--- config.mk ---
export PLATFORM = sky130hd
export DESIGN_NAME = io_cell
export DESIGN_NICKNAME = d
export VERILOG_FILES = /design/src/hdl/io_cell_pkg.sv /design/src/hdl/pin_sync.sv /design/src/hdl/io_cell.sv
export SDC_FILE = /design/constraint.sdc
export NUM_CORES = 1
export LEC_CHECK = 0
export BUFFER_PORTS_ARGS = -buffer_cell sky130_fd_sc_hd__buf_2
export CAP_MARGIN = 20
export CORE_ASPECT_RATIO = 1.2
export CORE_MARGIN = 10
export CORE_UTILIZATION = 52
export DETAILED_ROUTE_END_ITERATION = 10
export PLACE_DENSITY_LB_ADDON = 0.3
export SETUP_SLACK_MARGIN = 0.4
export SYNTH_ARGS = -nofsm -noshare
export SYNTH_HDL_FRONTEND = slang
export SYNTH_SLANG_ARGS = --single-unit
--- constraint.sdc ---
create_clock -name sys_clk -period 4.7 [get_ports sys_clk]
set_input_delay 0.235 -clock sys_clk [delete_from_list [all_inputs] [get_ports sys_clk]]
set_output_delay 0.235 -clock sys_clk [all_outputs]
set_load 0.005 [all_outputs]
--- src/hdl/io_cell_pkg.sv ---
// constants, types and register map for the configurable i/o cell
//----------------------------------------------------------------------
// Functional notes
//----------------------------------------------------------------------
// Functional notes
// - global set/reset forces input register init value
// - flop loads on edge, latch passes; enable low holds
// - unconnected clock enable counts as high
// - single-tap: one delay, inserted by default
// - two-tap: full, partial or no delay
// - early capture latch runs on output clock
// - early capture feeds input register for resync
// - capture latch transparent low, then rising stage
// - every storage clock optionally inverted inside cell
// - early capture defaults delay to partial setting
// - output optionally inverted, direct or through flop
// - 3-state control high floats the pad
// - output and 3-state polarity configured independently
// - output flop init, hold, load; float on 3-state
// - unconnected 3-state control counts as low
// - each input path direct or registered
// - shared enable steers input, output or both
package io_cell_pkg;

    //------------------------------------------------------------------
    // register port
    //------------------------------------------------------------------
    localparam int ADDR_W = 4;
    localparam int DATA_W = 32;
    localparam logic [ADDR_W-1:0] CFG_ADDR  = 4'h0;
    localparam logic [ADDR_W-1:0] STAT_ADDR = 4'h4;

    //------------------------------------------------------------------
    // configuration register fields
    //------------------------------------------------------------------
    localparam int CFG_W            = 17;
    localparam int CFG_IN_LATCH     = 0;
    localparam int CFG_IN_SET       = 1;
    localparam int CFG_OUT_SET      = 2;
    localparam int CFG_DELAY_LO     = 3;
    localparam int CFG_EARLY_EN     = 5;
    localparam int CFG_ICLK_INV     = 6;
    localparam int CFG_OCLK_INV     = 7;
    localparam int CFG_OUT_INV      = 8;
    localparam int CFG_T_INV        = 9;
    localparam int CFG_OUT_REG      = 10;
    localparam int CFG_CE_TO_IN     = 11;
    localparam int CFG_CE_TO_OUT    = 12;
    localparam int CFG_CE_CONN      = 13;
    localparam int CFG_T_CONN       = 14;
    localparam int CFG_PATH1_REG    = 15;
    localparam int CFG_PATH2_REG    = 16;
    localparam logic [CFG_W-1:0] CFG_RESET = 17'h00018;

    //------------------------------------------------------------------
    // status register fields
    //------------------------------------------------------------------
    localparam int STAT_IN_Q    = 0;
    localparam int STAT_OUT_Q   = 1;
    localparam int STAT_EARLY_Q = 2;
    localparam int STAT_PAD     = 3;
    localparam int STAT_OE      = 4;

    // input delay selection; auto follows the early capture setting
    typedef enum logic [1:0] {
        DLY_FULL = 2'b00,
        DLY_PART = 2'b01,
        DLY_NONE = 2'b10,
        DLY_AUTO = 2'b11
    } delay_sel_e;

    //------------------------------------------------------------------
    // pin synchroniser bundle
    //------------------------------------------------------------------
    localparam int SYNC_W    = 3;
    localparam int SYNC_PAD  = 0;
    localparam int SYNC_ICLK = 1;
    localparam int SYNC_OCLK = 2;

    typedef struct packed {
        logic [SYNC_W-1:0] meta;
        logic [SYNC_W-1:0] held;
    } sync_s;

    // state of the cell, apart from the pin synchroniser flops held in pin_sync
    typedef struct packed {
        logic [CFG_W-1:0]  cfg;
        logic [DATA_W-1:0] rdata;
        logic              tap1;
        logic              tap2;
        logic              early;
        logic              in_q;
        logic              out_q;
        logic              iclk_prev;
        logic              oclk_prev;
        logic              pad_out;
        logic              pad_oe;
        logic              path1;
        logic              path2;
    } cell_s;

endpackage : io_cell_pkg

--- src/hdl/pin_sync.sv ---
// two-stage synchroniser for the pad and the two cell clock pins
`timescale 1ns/10ps
module pin_sync (
    input  wire logic                           sys_clk,
    input  wire logic                           rst,
    input  wire logic [io_cell_pkg::SYNC_W-1:0] raw,
    output logic      [io_cell_pkg::SYNC_W-1:0] synced
);

    io_cell_pkg::sync_s st_q;
    io_cell_pkg::sync_s st_d;

    // first stage is read only by the second stage
    always_comb begin
        st_d      = st_q;
        st_d.meta = raw;
        st_d.held = st_q.meta;
    end

    always_ff @(posedge sys_clk or posedge rst) begin
        if (rst) begin
            st_q <= '0;
        end else begin
            st_q <= st_d;
        end
    end

    assign synced = st_q.held;

endmodule : pin_sync

--- src/hdl/io_cell.sv ---
// storage and path logic of one configurable i/o cell
//
// Our own choices: the address map and strobed register access.
`timescale 1ns/10ps
module io_cell #(
    parameter bit TWO_TAP = 1'b1
) (
    input  wire logic                           sys_clk,
    input  wire logic                           rst,
    input  wire logic                           global_set_reset,
    input  wire logic [io_cell_pkg::ADDR_W-1:0] reg_addr,
    input  wire logic [io_cell_pkg::DATA_W-1:0] reg_wdata,
    input  wire logic                           reg_wr,
    input  wire logic                           reg_rd,
    output logic      [io_cell_pkg::DATA_W-1:0] reg_rdata,
    input  wire logic                           pad_in,
    output logic                                pad_out,
    output logic                                pad_oe,
    input  wire logic                           input_clock_pin,
    input  wire logic                           output_clock_pin,
    input  wire logic                           shared_clock_enable,
    input  wire logic                           out_data,
    input  wire logic                           tristate_ctl,
    output logic                                input_path_one,
    output logic                                input_path_two
);

    //------------------------------------------------------------------
    // state and pin synchronisation
    //------------------------------------------------------------------
    io_cell_pkg::cell_s st_q;
    io_cell_pkg::cell_s st_d;

    logic [io_cell_pkg::SYNC_W-1:0] pins_raw;
    logic [io_cell_pkg::SYNC_W-1:0] pins_s;

    assign pins_raw = {output_clock_pin, input_clock_pin, pad_in};

    pin_sync u_pin_sync (
        .sys_clk (sys_clk),
        .rst     (rst),
        .raw     (pins_raw),
        .synced  (pins_s)
    );

    //------------------------------------------------------------------
    // configuration fields
    //------------------------------------------------------------------
    logic       in_latch;
    logic       in_set;
    logic       out_set;
    logic [1:0] dly_raw;
    logic       early_en;
    logic       out_reg;
    logic       pad_s;

    assign in_latch = st_q.cfg[io_cell_pkg::CFG_IN_LATCH];
    assign in_set   = st_q.cfg[io_cell_pkg::CFG_IN_SET];
    assign out_set  = st_q.cfg[io_cell_pkg::CFG_OUT_SET];
    assign dly_raw  = st_q.cfg[io_cell_pkg::CFG_DELAY_LO +: 2];
    assign early_en = st_q.cfg[io_cell_pkg::CFG_EARLY_EN];
    assign out_reg  = st_q.cfg[io_cell_pkg::CFG_OUT_REG];
    assign pad_s    = pins_s[io_cell_pkg::SYNC_PAD];

    //------------------------------------------------------------------
    // clock polarity and edge detection
    //------------------------------------------------------------------
    logic iclk;
    logic oclk;
    logic irise;
    logic orise;

    // inversion sits inside the cell; toggling it can fake one edge
    assign iclk  = pins_s[io_cell_pkg::SYNC_ICLK] ^ st_q.cfg[io_cell_pkg::CFG_ICLK_INV];
    assign oclk  = pins_s[io_cell_pkg::SYNC_OCLK] ^ st_q.cfg[io_cell_pkg::CFG_OCLK_INV];
    assign irise = iclk & ~st_q.iclk_prev;
    assign orise = oclk & ~st_q.oclk_prev;

    //------------------------------------------------------------------
    // shared clock enable
    //------------------------------------------------------------------
    logic ce_eff;
    logic en_in;
    logic en_out;

    // a floating enable reads as high
    assign ce_eff = ~st_q.cfg[io_cell_pkg::CFG_CE_CONN] | shared_clock_enable;
    // an element not steered by the enable is always enabled
    assign en_in  = ce_eff | ~st_q.cfg[io_cell_pkg::CFG_CE_TO_IN];
    assign en_out = ce_eff | ~st_q.cfg[io_cell_pkg::CFG_CE_TO_OUT];

    //------------------------------------------------------------------
    // input delay selection
    //------------------------------------------------------------------
    logic [1:0] dly_sel;
    logic       full_tap;
    logic       delayed;
    logic       in_src;

    always_comb begin
        dly_sel = dly_raw;
        if (dly_raw == io_cell_pkg::DLY_AUTO) begin
            // early capture wants the partial delay unless chosen otherwise
            dly_sel = early_en ? io_cell_pkg::DLY_PART : io_cell_pkg::DLY_FULL;
        end
        if (!TWO_TAP && dly_sel == io_cell_pkg::DLY_PART) begin
            dly_sel = io_cell_pkg::DLY_FULL;
        end
    end

    // one tap in the single variant, two in the other
    assign full_tap = TWO_TAP ? st_q.tap2 : st_q.tap1;

    always_comb begin
        unique case (dly_sel)
            io_cell_pkg::DLY_FULL: delayed = full_tap;
            io_cell_pkg::DLY_PART: delayed = st_q.tap1;
            io_cell_pkg::DLY_NONE: delayed = pad_s;
            default:               delayed = full_tap;
        endcase
    end

    // the input register resynchronises the early capture result
    assign in_src = early_en ? st_q.early : delayed;

    //------------------------------------------------------------------
    // output polarity and 3-state control
    //------------------------------------------------------------------
    logic o_val;
    logic t_eff;

    assign o_val = out_data ^ st_q.cfg[io_cell_pkg::CFG_OUT_INV];
    // a floating 3-state control reads as low, so the pad is driven unless the 3-state inversion is set
    assign t_eff = (st_q.cfg[io_cell_pkg::CFG_T_CONN] & tristate_ctl)
                 ^ st_q.cfg[io_cell_pkg::CFG_T_INV];

    //------------------------------------------------------------------
    // next state
    //------------------------------------------------------------------
    always_comb begin
        st_d           = st_q;
        st_d.iclk_prev = iclk;
        st_d.oclk_prev = oclk;

        // delay taps, one system cycle each
        st_d.tap1 = pad_s;
        st_d.tap2 = st_q.tap1;

        // early capture latch follows data while output clock is low
        if (!oclk) begin
            st_d.early = delayed;
        end

        // input register: flop on rising edge, latch while clock high
        if (global_set_reset) begin
            st_d.in_q = in_set;
        end else if (en_in) begin
            if (in_latch ? iclk : irise) begin
                st_d.in_q = in_src;
            end
        end

        // output flop, always edge triggered on the output clock
        if (global_set_reset) begin
            st_d.out_q = out_set;
        end else if (en_out && orise) begin
            st_d.out_q = o_val;
        end

        // pad drive; a high 3-state control releases the pad
        st_d.pad_out = out_reg ? st_q.out_q : o_val;
        st_d.pad_oe  = ~t_eff;

        // the two paths into the array
        st_d.path1 = st_q.cfg[io_cell_pkg::CFG_PATH1_REG] ? st_q.in_q : pad_s;
        st_d.path2 = st_q.cfg[io_cell_pkg::CFG_PATH2_REG] ? st_q.in_q : pad_s;

        // register port: write config, read data valid one cycle later
        if (reg_wr && reg_addr == io_cell_pkg::CFG_ADDR) begin
            st_d.cfg = reg_wdata[io_cell_pkg::CFG_W-1:0];
        end
        st_d.rdata = '0;
        if (reg_rd) begin
            if (reg_addr == io_cell_pkg::CFG_ADDR) begin
                st_d.rdata[io_cell_pkg::CFG_W-1:0] = st_q.cfg;
            end else if (reg_addr == io_cell_pkg::STAT_ADDR) begin
                st_d.rdata[io_cell_pkg::STAT_IN_Q]    = st_q.in_q;
                st_d.rdata[io_cell_pkg::STAT_OUT_Q]   = st_q.out_q;
                st_d.rdata[io_cell_pkg::STAT_EARLY_Q] = st_q.early;
                st_d.rdata[io_cell_pkg::STAT_PAD]     = pad_s;
                st_d.rdata[io_cell_pkg::STAT_OE]      = st_q.pad_oe;
            end
        end
    end

    // power-up: reset values, config with both init bits clear
    always_ff @(posedge sys_clk or posedge rst) begin
        if (rst) begin
            st_q     <= '0;
            st_q.cfg <= io_cell_pkg::CFG_RESET;
        end else begin
            st_q <= st_d;
        end
    end

    //------------------------------------------------------------------
    // outputs
    //------------------------------------------------------------------
    assign reg_rdata      = st_q.rdata;
    assign pad_out        = st_q.pad_out;
    assign pad_oe         = st_q.pad_oe;
    assign input_path_one = st_q.path1;
    assign input_path_two = st_q.path2;

endmodule : io_cell

==> metrics.log <==
INFO  metric drt-total-wl = 3.86 mm
INFO  metric synth_largest_area_cell = sky130_fd_sc_hd__dfrtp_1
INFO  metric layout_min_cycle_time = 2.10 ns
INFO  metric globalplace.congestion = 0.808
INFO  metric clkLatencyLatePin = 0.29 ns
INFO  metric nature_of_the_critical_path_endpoint = flip-flop
INFO  metric antenna_found_initial = 0
INFO  metric critPathMaxFanout = 4
INFO  metric placeableCoreArea = 3970 um2
INFO  metric hold_buffers = 0
INFO  metric tritoncts = done
INFO  metric numCtsBuffers = 5
INFO  metric grt_start_max_net_pins = 52
INFO  metric final_hold_viol_count = 0
INFO  metric dp.final_hpwl = between 2 and 3 mm
INFO  metric floorplan.initialDensity = 0.542
INFO  metric worst-endpoint-arrival = 2.33 ns
INFO  metric worst_pin_slew = 0.702 ns
INFO  metric cts.path.max_buffers = 2
INFO  metric detail_route.iter0.violations = 47
INFO  metric rsz0062_at_grt = no
INFO  metric h-tree-depth = 2
INFO  metric synthMostInstantiatedCell = sky130_fd_sc_hd__dfrtp_1
INFO  metric synth_top_flop_cell = sky130_fd_sc_hd__dfrtp_1
INFO  metric synth-async-reset-ratio = 1.00
INFO  metric grt.overflow.total = 0
INFO  metric outcome = finished clean
INFO  metric ant_nets = 0
INFO  metric io_buffer_count = 52
INFO  metric first_pass_iters = 4
INFO  metric total_leakage_power = 1.28 nW
INFO  metric layout-drive-gt1-share = 0.402
INFO  metric total_of_flip_flops_plus_latches_after_synthesis = 51
INFO  metric synth_area_leaders = sky130_fd_sc_hd__dfrtp_1, sky130_fd_sc_hd__buf_4, sky130_fd_sc_hd__mux2_2, sky130_fd_sc_hd__mux2i_1, sky130_fd_sc_hd__and2_1
INFO  metric timing.fmax = 0.477 GHz
INFO  metric setup_tns = 0 ns
INFO  metric route.detailed.drc = 0
INFO  metric ir_drop = between 200 and 250 uV
INFO  metric startpoint_type = flip-flop
INFO  metric dr_total_vias = 1211
INFO  metric finalCritPeriodShare = 0.446
INFO  metric cts_resized = 0
INFO  metric synth.top_cell.area_share = 0.569
INFO  metric grt_usage = 0.110
INFO  metric root_buffer = sky130_fd_sc_hd__clkbuf_8
INFO  metric largest_reg_flops = 17
INFO  metric sequential_element_share_of_the_synthesized_area = 0.593
INFO  metric hold_worst_slack = between 0.04 and 0.05 ns
INFO  metric edff_count_synth = 0
INFO  metric postCtsSetupRepairBufs = 0
INFO  metric avgRoutedWirePerCell = 14.7 um
INFO  metric die_height = 90.5 um
INFO  metric final_cell_utilization_of_the_core = 0.606
INFO  metric mean_cell_area_of_the_mapped_netlist = 12.8 um2
INFO  metric post_synthesis_cell_area = 2150 um2
INFO  metric antenna_cells_inserted = 0
INFO  metric final_setup_skew = approximately 0.0055 ns
INFO  metric drt-vias-per-instance = 4.60
INFO  metric timing_worst_setup_path_type = flip-flop to flip-flop
INFO  metric max-slew-margin-rel = 0.530
INFO  metric wire_length_of_the_first_global_routing_pass = slightly above 6 mm
INFO  metric yosysUniqueCellTypes = 26
INFO  metric power.density_cell_area = slightly above 400 nW/um2
INFO  metric nets = 257
INFO  metric timing_max_transition_violations_final = 0
INFO  metric register_area = 1280 um2
INFO  metric final.fill_count = 349
INFO  metric clk_transition_reported_paths = 0.08 ns
INFO  metric io-pin-count = 83
INFO  metric worst_min_path_class = input port to flip-flop
INFO  metric finalSetupViolCount = 0
INFO  metric number_of_clock_sinks_seen_by_cts = 51
INFO  metric placement_rows = 25
INFO  metric dieWidth = 78.8 um
INFO  metric die_area = 7130 um2
INFO  metric worst-endpoint-required = 4.93 ns
INFO  metric synth.top_cells.by_count = sky130_fd_sc_hd__dfrtp_1, sky130_fd_sc_hd__buf_4, sky130_fd_sc_hd__mux2_2
INFO  metric multi_input_area = approximately 650 um2
INFO  metric max-cap-violations = 0
INFO  metric via_count_of_the_first_global_routing_pass = 1333
INFO  metric area.growth.synth_to_final = 11.8%
INFO  metric ys.warnings.count = 0
INFO  metric syn-instance-count = 168
==> layer usage <==
layer | share of wire | routed length (um) | track usage
met5 | 0 | 0 | 0
met1 | 0.36 | 1390 | 0.0999
met4 | 0.012 | 47 | 0.0539
met2 | 0.53 | 2050 | 0.198
met3 | 0.096 | 370 | 0.0518
==> final timing paths <==
kind,from,end,slack [ns],depth (start not counted)
max reg2reg,dly_raw[0],st_q[7],2.60,5
min reg2reg,u_pin_sync.st_d[2],u_pin_sync.synced[2],0.36,0
max,dly_raw[0],st_q[7],2.60,5
min,pad_in,u_pin_sync.st_d[0],0.04,1
max in group asynchronous,rst,dly_raw[1],3.85,4
min in group asynchronous,rst,pad_out,0.35,3
==> layout make-up <==
type,count,share of cell area
clock buffer,8,0.0416
inverter,7,0.0109
multi-input combinational,89,0.268
sequential,51,0.531
tap,54,0.0281
timing repair buffer,54,0.121
==> per-stage QoR <==
step	instances	power [mW]	setup slack [ns]	instance area, um2
6_report	263	0.977	2.60	2410
3_3_place_gp	253	0.710	2.67	2280
3_5_place_dp	253	0.721	2.60	2280
2_1_floorplan	182	0.674	2.74	2210
4_1_cts	261	0.986	2.59	2380
5_1_grt	263	1.04	2.47	2410
==> critical path: stages, from the launching register on <==
cell	delay [ns]
sky130_fd_sc_hd__dfstp_2	0.55
sky130_fd_sc_hd__a21boi_0	0.27
sky130_fd_sc_hd__ha_1	0.32
sky130_fd_sc_hd__a221o_1	0.30
sky130_fd_sc_hd__or4_1	0.51
sky130_fd_sc_hd__nand3_1	0.09
==> cells in the final DEF, fill, tap and decap left out, types with 3 or more instances in the layout <==
master                     netlist  layout
sky130_fd_sc_hd__mux2_2         20      20
sky130_fd_sc_hd__buf_2           1      52
sky130_fd_sc_hd__mux2i_1         7       7
sky130_fd_sc_hd__and2_1         11      11
sky130_fd_sc_hd__conb_1          1      15
sky130_fd_sc_hd__nor2_1          7       7
sky130_fd_sc_hd__nor3_1          3       3
sky130_fd_sc_hd__inv_1           7       6
sky130_fd_sc_hd__nand3b_1        3       3
sky130_fd_sc_hd__xor2_1          3       3
sky130_fd_sc_hd__clkbuf_8        0       7
sky130_fd_sc_hd__dfrtp_1        49      49
sky130_fd_sc_hd__o21ai_0         4       4
sky130_fd_sc_hd__nand2_1         5       5
==> logic make-up after synthesis <==
group | share of synthesized area
flip-flops | 0.593
adder cells (fa/ha/maj) | 0.0116
buffers and inverters | 0.131
multiplexers | 0.137
XOR/XNOR | 0.0163
AO/OA/AOI/OAI | 0.0215
AND/OR/NAND/NOR | 0.0871
other | 0.00174
==> power by group <==
group	internal, mW	switching (mW)	leakage (nW)
combinational	0.0903	0.0719	0.581
clock	0.134	0.130	0.0515
sequential	0.507	0.0430	0.643
No activity file was read; power rests on OpenSTA's default activity.
